--- config.mk ---
export PLATFORM = sky130hd
export DESIGN_NAME = civ_core
export DESIGN_NICKNAME = d
export VERILOG_FILES = /design/src/shared/civ_pkg.sv /design/src/rtl/civ_core.sv /design/src/rtl/civ_ext_latch.sv
export SDC_FILE = /design/constraint.sdc
export NUM_CORES = 1
export LEC_CHECK = 0
export BUFFER_PORTS_ARGS = -buffer_cell sky130_fd_sc_hd__buf_4
export CORE_ASPECT_RATIO = 0.75
export CORE_MARGIN = 3
export CORE_UTILIZATION = 40
export DETAILED_ROUTE_END_ITERATION = 12
export GPL_TIMING_DRIVEN = 0
export SLEW_MARGIN = 25
export SYNTH_ARGS = -nofsm -noshare
export SYNTH_HDL_FRONTEND = slang
export SYNTH_SLANG_ARGS = --single-unit
--- constraint.sdc ---
create_clock -name clock_i -period 2.82 [get_ports clock_i]
set_input_delay 0.423 -clock clock_i [delete_from_list [all_inputs] [get_ports clock_i]]
set_output_delay 0.423 -clock clock_i [all_outputs]
set_load 0.1 [all_outputs]
--- src/shared/civ_pkg.sv ---
// Purpose: shared constants and types for the interrupt sequencing block
// Assumes: 16-bit address space, byte-wide memory port
// Notes: vector slots are big-endian byte pairs at the top of memory

package civ_pkg;

  // ****************************************
  // Vector table
  // ****************************************
  localparam logic [15:0] VEC_SCI = 16'h3ff0;
  localparam logic [15:0] VEC_SPI = 16'h3ff2;
  localparam logic [15:0] VEC_T2 = 16'h3ff4;
  localparam logic [15:0] VEC_T1 = 16'h3ff6;
  localparam logic [15:0] VEC_CT = 16'h3ff8;
  localparam logic [15:0] VEC_EXT = 16'h3ffa;
  localparam logic [15:0] VEC_SWI = 16'h3ffc;
  localparam logic [15:0] VEC_RESET = 16'h3ffe;
  localparam logic [15:0] ADDR_STEP = 16'h0001;

  // ****************************************
  // Hardware source indices, highest priority first
  // ****************************************
  localparam int SRC_EXT = 0;
  localparam int SRC_CT = 1;
  localparam int SRC_T1 = 2;
  localparam int SRC_T2 = 3;
  localparam int SRC_SPI = 4;
  localparam int SRC_SCI = 5;
  localparam int NUM_HW_SRC = 6;

  // ****************************************
  // Core timer, stack frame, condition codes
  // ****************************************
  localparam logic [7:0] CT_TOP = 8'hff;
  localparam logic [7:0] CT_WRAP = 8'h00;
  localparam logic [2:0] PUSH_PCL = 3'h0;
  localparam logic [2:0] PUSH_PCH = 3'h1;
  localparam logic [2:0] PUSH_X = 3'h2;
  localparam logic [2:0] PUSH_A = 3'h3;
  localparam logic [2:0] PUSH_CCR = 3'h4;
  localparam logic [2:0] STACK_LAST = 3'h4;
  localparam logic [2:0] CNT_STEP = 3'h1;
  localparam int CCR_I_BIT = 3;
  localparam int ENTRY_OVERHEAD_CYC = 10;

  // ****************************************
  // Types
  // ****************************************
  typedef enum logic [2:0] {
    CIV_RUN, CIV_PUSH, CIV_VSEL, CIV_VEC_HI, CIV_VEC_LO, CIV_POP
  } civ_state_e;

  typedef struct packed {
    logic [15:0] pc;
    logic [7:0] x;
    logic [7:0] a;
    logic [7:0] condition_code_register;
  } civ_regs_s;

  typedef struct packed {
    logic [2:0] t1_flag;
    logic [2:0] t1_en;
    logic [2:0] t2_flag;
    logic [2:0] t2_en;
    logic [1:0] spi_flag;
    logic spi_en;
    logic [4:0] sci_flag;
    logic [4:0] sci_en;
    logic [7:0] kbd_flag;
    logic [7:0] keyboard_wakeup_enable;
  } civ_periph_s;

  typedef struct packed {
    logic [15:0] addr;
    logic rd;
    logic wr;
    logic [7:0] wdata;
  } civ_mem_s;

endpackage : civ_pkg

--- src/rtl/civ_core.sv ---
// Purpose: interrupt priority, stacking and vector fetch sequencer
// Assumes: memory answers a read in the same cycle its strobe is high
// Notes: core holds while stall_o is high; loads pc/sp on the pulses

module civ_core (
  input wire logic clock_i,
  input wire logic sys_rst_i,
  input wire logic reset_pin_n_i,
  input wire logic boundary_i,
  input wire logic swi_exec_i,
  input wire logic rti_exec_i,
  input wire logic cli_i,
  input wire logic sei_i,
  input wire civ_pkg::civ_regs_s cpu_regs_i,
  input wire logic [15:0] sp_i,
  input wire civ_pkg::civ_periph_s periph_i,
  input wire logic [7:0] core_count_i,
  input wire logic periodic_tick_i,
  input wire logic core_overflow_enable_i,
  input wire logic periodic_int_enable_i,
  input wire logic core_ovf_clr_i,
  input wire logic periodic_int_clr_i,
  input wire logic irq_pin_n_i,
  input wire logic irq_level_mode_i,
  input wire logic [7:0] mem_rdata_i,
  output logic stall_o,
  output logic int_mask_o,
  output civ_pkg::civ_mem_s mem_o,
  output logic pc_load_o,
  output logic restore_o,
  output civ_pkg::civ_regs_s regs_o,
  output logic [15:0] sp_o,
  output logic irq_pin_level_o,
  output logic core_ovf_flag_o,
  output logic periodic_int_flag_o
);
  import civ_pkg::*;

  // ****************************************
  // State
  // ****************************************
  typedef struct packed {
    civ_state_e st;
    logic imask;
    logic software_trap_instr;
    logic [2:0] cnt;
    logic [15:0] sp;
    logic [15:0] vec;
    logic [7:0] hi;
    logic [NUM_HW_SRC-1:0] snap;
    civ_regs_s regs;
    civ_mem_s mem;
    logic pc_load;
    logic restore;
    logic ext_ack;
    logic [7:0] ct_prev;
    logic ct_ovf;
    logic ct_per;
  } civ_core_s;

  // Reset parks on the reset vector read with the mask set
  localparam civ_core_s RESET_STATE = '{
    st: CIV_VEC_HI, imask: 1'b1, software_trap_instr: 1'b0, cnt: '0, sp: '0,
    vec: VEC_RESET, hi: '0, snap: '0, regs: '0,
    mem: '{addr: VEC_RESET, rd: 1'b1, wr: 1'b0, wdata: '0},
    pc_load: 1'b0, restore: 1'b0, ext_ack: 1'b0,
    ct_prev: '0, ct_ovf: 1'b0, ct_per: 1'b0};

  civ_core_s s;
  civ_core_s next_s;
  logic ext_req;
  logic [NUM_HW_SRC-1:0] req;
  logic take_hw;
  logic take_any;

  // ****************************************
  // Helpers
  // ****************************************
  // One source line: any flag with its local enable
  function automatic logic any_enabled(input logic [7:0] f, input logic [7:0] e);
    return |(f & e);
  endfunction : any_enabled

  // Fixed priority, highest vector address first
  function automatic logic [15:0] prio_vector(input logic [NUM_HW_SRC-1:0] r);
    logic [15:0] v;
    v = VEC_SCI;
    if (r[SRC_EXT]) v = VEC_EXT;
    else if (r[SRC_CT]) v = VEC_CT;
    else if (r[SRC_T1]) v = VEC_T1;
    else if (r[SRC_T2]) v = VEC_T2;
    else if (r[SRC_SPI]) v = VEC_SPI;
    return v;
  endfunction : prio_vector

  // Stack frame byte by push index
  function automatic logic [7:0] frame_byte(input civ_regs_s r, input logic [2:0] i);
    logic [7:0] b;
    case (i)
      PUSH_PCL: b = r.pc[7:0];
      PUSH_PCH: b = r.pc[15:8];
      PUSH_X: b = r.x;
      PUSH_A: b = r.a;
      default: b = r.condition_code_register;
    endcase
    return b;
  endfunction : frame_byte

  // Write one popped byte back by push index
  function automatic civ_regs_s frame_store(input civ_regs_s r, input logic [2:0] i,
                                            input logic [7:0] d);
    civ_regs_s o;
    o = r;
    case (i)
      PUSH_PCL: o.pc[7:0] = d;
      PUSH_PCH: o.pc[15:8] = d;
      PUSH_X: o.x = d;
      PUSH_A: o.a = d;
      default: o.condition_code_register = d;
    endcase
    return o;
  endfunction : frame_store

  // ****************************************
  // External request latch
  // ****************************************
  civ_ext_latch u_ext_latch (
    .clock_i(clock_i),
    .sys_rst_i(sys_rst_i),
    .irq_pin_n_i(irq_pin_n_i),
    .level_mode_i(irq_level_mode_i),
    .ack_i(s.ext_ack),
    .req_o(ext_req),
    .pin_level_o(irq_pin_level_o)
  );

  // ****************************************
  // Source request lines
  // ****************************************
  // Keyboard wakeup joins the pin request on one line
  always_comb begin
    req = '0;
    req[SRC_EXT] = ext_req | any_enabled(periph_i.kbd_flag,
                                         periph_i.keyboard_wakeup_enable);
    req[SRC_CT] = (s.ct_ovf & core_overflow_enable_i)
                | (s.ct_per & periodic_int_enable_i);
    req[SRC_T1] = any_enabled({5'h0, periph_i.t1_flag}, {5'h0, periph_i.t1_en});
    req[SRC_T2] = any_enabled({5'h0, periph_i.t2_flag}, {5'h0, periph_i.t2_en});
    req[SRC_SPI] = any_enabled({6'h0, periph_i.spi_flag}, {6'h0, {2{periph_i.spi_en}}});
    req[SRC_SCI] = any_enabled({3'h0, periph_i.sci_flag}, {3'h0, periph_i.sci_en});
  end

  // Hardware entry only at a boundary with the mask clear
  assign take_hw = boundary_i & ~s.imask & (|req);
  assign take_any = (s.st == CIV_RUN) & (swi_exec_i | rti_exec_i | take_hw);

  // ****************************************
  // Sequencer next state
  // ****************************************
  always_comb begin
    next_s = s;
    next_s.mem.rd = 1'b0;
    next_s.mem.wr = 1'b0;
    next_s.pc_load = 1'b0;
    next_s.restore = 1'b0;
    next_s.ext_ack = 1'b0;
    // Core timer flags: a new event beats a clear in the same cycle
    next_s.ct_prev = core_count_i;
    if (s.ct_prev == CT_TOP && core_count_i == CT_WRAP) begin
      next_s.ct_ovf = 1'b1;
    end else if (core_ovf_clr_i) begin
      next_s.ct_ovf = 1'b0;
    end
    if (periodic_tick_i) begin
      next_s.ct_per = 1'b1;
    end else if (periodic_int_clr_i) begin
      next_s.ct_per = 1'b0;
    end
    case (s.st)
      CIV_RUN: begin
        if (cli_i) begin
          next_s.imask = 1'b0;
        end else if (sei_i) begin
          next_s.imask = 1'b1;
        end
        if (swi_exec_i || take_hw) begin
          // Trap runs as its own instruction, so anything pending
          // before its fetch was already taken at the prior boundary
          next_s.software_trap_instr = swi_exec_i;
          next_s.snap = req;
          next_s.regs = cpu_regs_i;
          next_s.regs.condition_code_register[CCR_I_BIT] = s.imask;
          next_s.sp = sp_i;
          next_s.cnt = PUSH_PCL;
          next_s.mem.addr = sp_i;
          next_s.mem.wr = 1'b1;
          next_s.mem.wdata = frame_byte(cpu_regs_i, PUSH_PCL);
          next_s.st = CIV_PUSH;
        end else if (rti_exec_i) begin
          next_s.sp = sp_i + ADDR_STEP;
          next_s.cnt = '0;
          next_s.mem.addr = sp_i + ADDR_STEP;
          next_s.mem.rd = 1'b1;
          next_s.st = CIV_POP;
        end
      end
      CIV_PUSH: begin
        next_s.sp = s.sp - ADDR_STEP;
        if (s.cnt == STACK_LAST) begin
          next_s.imask = 1'b1;
          next_s.st = CIV_VSEL;
        end else begin
          next_s.cnt = s.cnt + CNT_STEP;
          next_s.mem.addr = s.sp - ADDR_STEP;
          next_s.mem.wr = 1'b1;
          next_s.mem.wdata = frame_byte(s.regs, s.cnt + CNT_STEP);
        end
      end
      CIV_VSEL: begin
        // Pick the source only after stacking; fall back to the
        // entry snapshot if the request went away meanwhile
        if (s.software_trap_instr) begin
          next_s.vec = VEC_SWI;
        end else if (|req) begin
          next_s.vec = prio_vector(req);
        end else begin
          next_s.vec = prio_vector(s.snap);
        end
        next_s.ext_ack = ~s.software_trap_instr & ((|req) ? req[SRC_EXT] : s.snap[SRC_EXT]);
        next_s.mem.addr = next_s.vec;
        next_s.mem.rd = 1'b1;
        next_s.st = CIV_VEC_HI;
      end
      CIV_VEC_HI: begin
        next_s.hi = mem_rdata_i;
        next_s.mem.addr = s.vec + ADDR_STEP;
        next_s.mem.rd = 1'b1;
        next_s.st = CIV_VEC_LO;
      end
      CIV_VEC_LO: begin
        next_s.regs.pc = {s.hi, mem_rdata_i};
        next_s.pc_load = 1'b1;
        next_s.st = CIV_RUN;
      end
      CIV_POP: begin
        next_s.regs = frame_store(s.regs, STACK_LAST - s.cnt, mem_rdata_i);
        if (s.cnt == STACK_LAST) begin
          next_s.imask = s.regs.condition_code_register[CCR_I_BIT];
          next_s.restore = 1'b1;
          next_s.st = CIV_RUN;
        end else begin
          next_s.cnt = s.cnt + CNT_STEP;
          next_s.sp = s.sp + ADDR_STEP;
          next_s.mem.addr = s.sp + ADDR_STEP;
          next_s.mem.rd = 1'b1;
        end
      end
      default: begin
        next_s.st = CIV_RUN;
      end
    endcase
    // Pin reset halts at once, unlike ordinary requests
    if (!reset_pin_n_i) begin
      next_s = RESET_STATE;
    end
  end

  // ****************************************
  // State register
  // ****************************************
  always_ff @(posedge clock_i) begin
    if (sys_rst_i) begin
      s <= RESET_STATE;
    end else begin
      s <= next_s;
    end
  end

  // ****************************************
  // Outputs
  // ****************************************
  // Stall also covers the cycle in which entry is decided
  assign stall_o = (s.st != CIV_RUN) | take_any;
  assign int_mask_o = s.imask;
  assign mem_o = s.mem;
  assign pc_load_o = s.pc_load;
  assign restore_o = s.restore;
  assign regs_o = s.regs;
  assign sp_o = s.sp;
  assign core_ovf_flag_o = s.ct_ovf;
  assign periodic_int_flag_o = s.ct_per;

endmodule : civ_core

--- src/rtl/civ_ext_latch.sv ---
// Purpose: external request pin synchroniser and falling-edge latch
// Assumes: pin idles high; ack is a one-cycle pulse from the sequencer
// Notes: level mode adds the synchronised low level to the latch

module civ_ext_latch (
  input wire logic clock_i,
  input wire logic sys_rst_i,
  input wire logic irq_pin_n_i,
  input wire logic level_mode_i,
  input wire logic ack_i,
  output logic req_o,
  output logic pin_level_o
);
  import civ_pkg::*;

  typedef struct packed {
    logic sync1;
    logic sync2;
    logic prev;
    logic latched;
  } civ_latch_s;

  civ_latch_s s;
  civ_latch_s next_s;

  // ****************************************
  // Next state
  // ****************************************
  // Edge detector looks only at the second stage, never the first
  always_comb begin
    next_s = s;
    next_s.sync1 = irq_pin_n_i;
    next_s.sync2 = s.sync1;
    next_s.prev = s.sync2;
    if (s.prev && !s.sync2) begin
      next_s.latched = 1'b1;
    end else if (ack_i) begin
      next_s.latched = 1'b0;
    end
  end

  // Pin idles high so the chain resets high to avoid a false edge
  always_ff @(posedge clock_i) begin
    if (sys_rst_i) begin
      s <= '{sync1: 1'b1, sync2: 1'b1, prev: 1'b1, latched: 1'b0};
    end else begin
      s <= next_s;
    end
  end

  // Level term keeps asserting while pin is held low
  assign req_o = s.latched | (level_mode_i & ~s.sync2);
  assign pin_level_o = s.sync2;

endmodule : civ_ext_latch

==> summary.md <==
| Metric | Value |
|---|---|
| Run status | `finished, final reports clean` |
| Switching power total | `1817 µW` |
| DR DRC count | `0` |
| Die outline area | `21450 µm²` |
| FP Rows | `43` |
| Post-layout nets | `1431` |
| Gate count after technology mapping | `1054` |
| Number of inserted filler cells in the final layout | `1873` |
| Final ANT Viol Nets | `0` |
| Die extent in y | `127.6 µm` |
| Slew at the pin with the worst max-slew slack | `0.8227 ns` |
| Ordered cell list for the critical path | `a22oi_2, and3_1, a21o_1, nand2b_1, o311ai_0, o311ai_2, nand2_1` |
| Post-layout min period | `2.771 ns` |
| Share of layout cells above drive strength 1 | `28.94%` |
| Overall via count from detail_route | `8937` |
| Average wire per cell in the routed design | `21.38 µm` |
| H-tree levels | `4` |
| Critical path's slowest cell | `sky130_fd_sc_hd__o311ai_0` |
| Number of maximum-capacitance constraint violations | `0` |
| Antenna violations before repair | `1` |
| Commonest cells post-synth | `sky130_fd_sc_hd__dfxtp_1 (123), sky130_fd_sc_hd__nand2_1 (113), sky130_fd_sc_hd__a21oi_1 (104)` |
| Worst-case setup margin in the final layout | `0.04939 ns` |
| Max Clock Skew | `0.01028 ns` |
| First-pass GRT wire length | `48910 µm` |
| Largest net degree at the start of global routing | `17` |
| Total power | `5371 µW` |
| Maximum clock frequency | `360.9 MHz` |
| GRT Overall Usage | `29.73%` |
| Total internal power | `3554 µW` |
| Growth of design area from synthesis to finish | `33.88%` |
| Proportion of power drawn by combinational gates | `23.5%` |
| Initial core utilization | `41.75%` |
| Final Max Slew Viols | `0` |
| CTS tree | `yes` |
| Total count of hold-check failures in the final report | `0` |
| Category of the most critical setup path | `flop to flop` |
| Diodes inserted | `0` |
| Floorplan Core Area | `18880 µm²` |
| Total congestion overflow after global routing | `0` |
| Endpoint class of the critical path | `flop` |
| Share of power burned in registers | `34.0%` |
| EDFF count, synth | `0` |
| Biggest area consumer among synthesized cells | `sky130_fd_sc_hd__dfxtp_1` |
| Critical path fanouts, max | `5` |
| Largest incremental delay on the critical path | `0.79 ns` |
| First-pass iteration count of the detailed router | `6` |
| Summed instance area of the synthesized netlist | `7885 µm²` |
| Detailed router's first-iteration violation count | `917` |
| Maximum count of clock buffers along a single path | `2` |
| CTS sink count | `123` |
| Non-filler cells in the finished layout | `1553` |
| Final clock period utilization by the worst path | `98.25%` |
| Clock latency on the worst-skew pair | `0.43 ns` |
| Switching Share | `33.83%` |
| Via density per instance | `5.755` |
| Buffers added on ports | `211` |
| Post-DP HPWL | `25750 µm` |
| DP Worst Slack | `-0.5997 ns` |
| Syn_nets | `1192` |
| Fraction of post-synthesis cell area in the top cell type by area | `31.23%` |
| Reg clk slew, reported paths | `0.06 ns` |
| Power per cell area | `508.7 nW/µm²` |
| Post-Syn Area per Cell | `7.481 µm²` |
| Max-Slew Margin vs Limit | `44.46%` |
| Area contributors post-synth | `sky130_fd_sc_hd__dfxtp_1 (31%), sky130_fd_sc_hd__buf_4 (7.8%), sky130_fd_sc_hd__a21oi_1 (6.6%)` |
| Flops & latches, synth | `123` |
| Synth async-reset ratio | `0%` |
| Setup repair after global routing missed its margin | `yes` |
| Routability-driven placement congestion ratio | `0.9802` |
| Root buffer cell | `sky130_fd_sc_hd__clkbuf_16` |
| Cts bufs inserted | `17` |
| Number of unique standard cell types used by synthesis | `67` |
| Num ports | `217` |
| Class of the tightest hold or removal check | `input pin to flop` |
| Library cell with the highest instance count after synthesis | `sky130_fd_sc_hd__dfxtp_1` |
| Ys flop type | `sky130_fd_sc_hd__dfxtp_1` |
| Peak VDD IR | `0.3077 mV` |
| Critical path data required time | `3.19 ns` |
| Post-synthesis sequential area ratio | `31.23%` |
| Worst setup SP type | `flop` |
| Number of placed instances with taps included | `1512` |
| Worst hold slack across all endpoints | `0.1841 ns` |
| Clock network fraction of total power | `42.4%` |
| Final WL | `33210 µm` |
| Setup TNS after final layout | `0 ns` |
| X dimension of the die | `168.1 µm` |
| Number of global-route vias before repair | `8158` |
| Data arrival time of the critical path | `3.14 ns` |
| Lkg Pwr | `0.004372 µW` |
| Final setup violation count | `0` |
| Number of warnings printed during yosys synthesis | `0` |
| Number of hold-repair buffers added at the cts stage | `0` |
## repair_timing
action                                  CTS  global route
gates cloned                              0             0
resized for setup                         8            23
pin swaps                                 1             3
endpoints found under the setup margin   41            72
hold endpoints to repair                  0             0
buffers inserted                          2             7
## path summary, 6_finish.rpt
check / start / endpoint / cells past startpoint / slack [ns]
worst min-delay path: irq_pin_n_i / u_ext_latch.next_s[2]$_SDFF_PP1_ / 2 / 0.18
worst max register to register: core_ovf_flag_o$_SDFFE_PP0P_ / mem_o[15]$_SDFFE_PP1P_ / 7 / 0.05
worst max-delay path: core_ovf_flag_o$_SDFFE_PP0P_ / mem_o[15]$_SDFFE_PP1P_ / 7 / 0.05
worst min register to register: u_ext_latch.next_s[2]$_SDFF_PP1_ / u_ext_latch.pin_level_o$_SDFF_PP1_ / 1 / 0.42
## power by group through the flow
stage | Combinational, µW | Clock, µW | Sequential, µW
floorplan | 767 | 0 | 1860
finish | 1260 | 2280 | 1830
global route | 1340 | 2370 | 1830
detailed placement | 1210 | 0 | 1860
CTS | 1220 | 2300 | 1820
global placement | 1210 | 0 | 1860
## routing by layer
| layer | up-vias | routed length, µm | track usage, % |
|---|---|---|---|
| li1 | 4245 | - | - |
| met3 | 26 | 4711 | 11.63 |
| met5 | - | 0 | 0 |
| met2 | 525 | 13090 | 40.22 |
| met4 | 0 | 324 | 6.109 |
| met1 | 4141 | 15080 | 44.24 |
## worst max-delay path, delay by kind of cell (launching register included)
family	cells	cell delay, ns
AOI/OAI and AO/OA	4	1.72
and+or+nand+nor	3	0.65
DFF	1	0.33
## cell type report
cell class / count / area, µm² / area share (%)
inverters: 16 / 60.06 / 0.5689
clock inverters: 15 / 177.7 / 1.683
clock buffers: 17 / 425.4 / 4.030
plain buffers: 160 / 928.4 / 8.795
well taps: 247 / 309.0 / 2.928
multi-input cells: 755 / 4539 / 43.00
repair buffers: 220 / 1652 / 15.65
flip-flops and latches: 123 / 2465 / 23.35
## sequential cells by signal, indices dropped and copies added (netlist names)
register	flops
restore_o	1
u_ext_latch.next_s	1
s	32
u_ext_latch.s	2
mem_o	26
core_ovf_flag_o	1
periodic_int_flag_o	1
u_ext_latch.pin_level_o	1
regs_o	40
pc_load_o	1
sp_o	16
int_mask_o	1
## cells in the final DEF (no fill, tap or decap), drive strengths merged, types with 17 or more instances in the layout
cell type / Yosys / routed
a21oi: 105 / 105
nand3: 38 / 38
and3: 17 / 17
clkbuf: 68 / 86
o21ai: 60 / 60
dfxtp: 123 / 123
nor3: 25 / 25
inv: 16 / 24
nor2: 96 / 96
buf: 92 / 311
a211oi: 42 / 42
nand2: 114 / 114
nand2b: 20 / 20
## through the flow
stage	util [%]	area, µm²
floorplan	-	7891
global placement	51.81	9784
detailed placement	51.85	9791
CTS	55.22	10430
global route	55.90	10560
finish	55.90	10560
## kinds of logic after synthesis
| family | share of synthesized area (%) |
|---|---|
| AO/OA/AOI/OAI | 26.83 |
| XOR/XNOR | 2.888 |
| adder cells (fa/ha/maj) | 1.587 |
| buffers and inverters | 12.39 |
| flip-flops | 31.23 |
| multiplexers | 2.317 |
| AND/OR/NAND/NOR | 22.75 |
(Power assumes the default switching activity.)
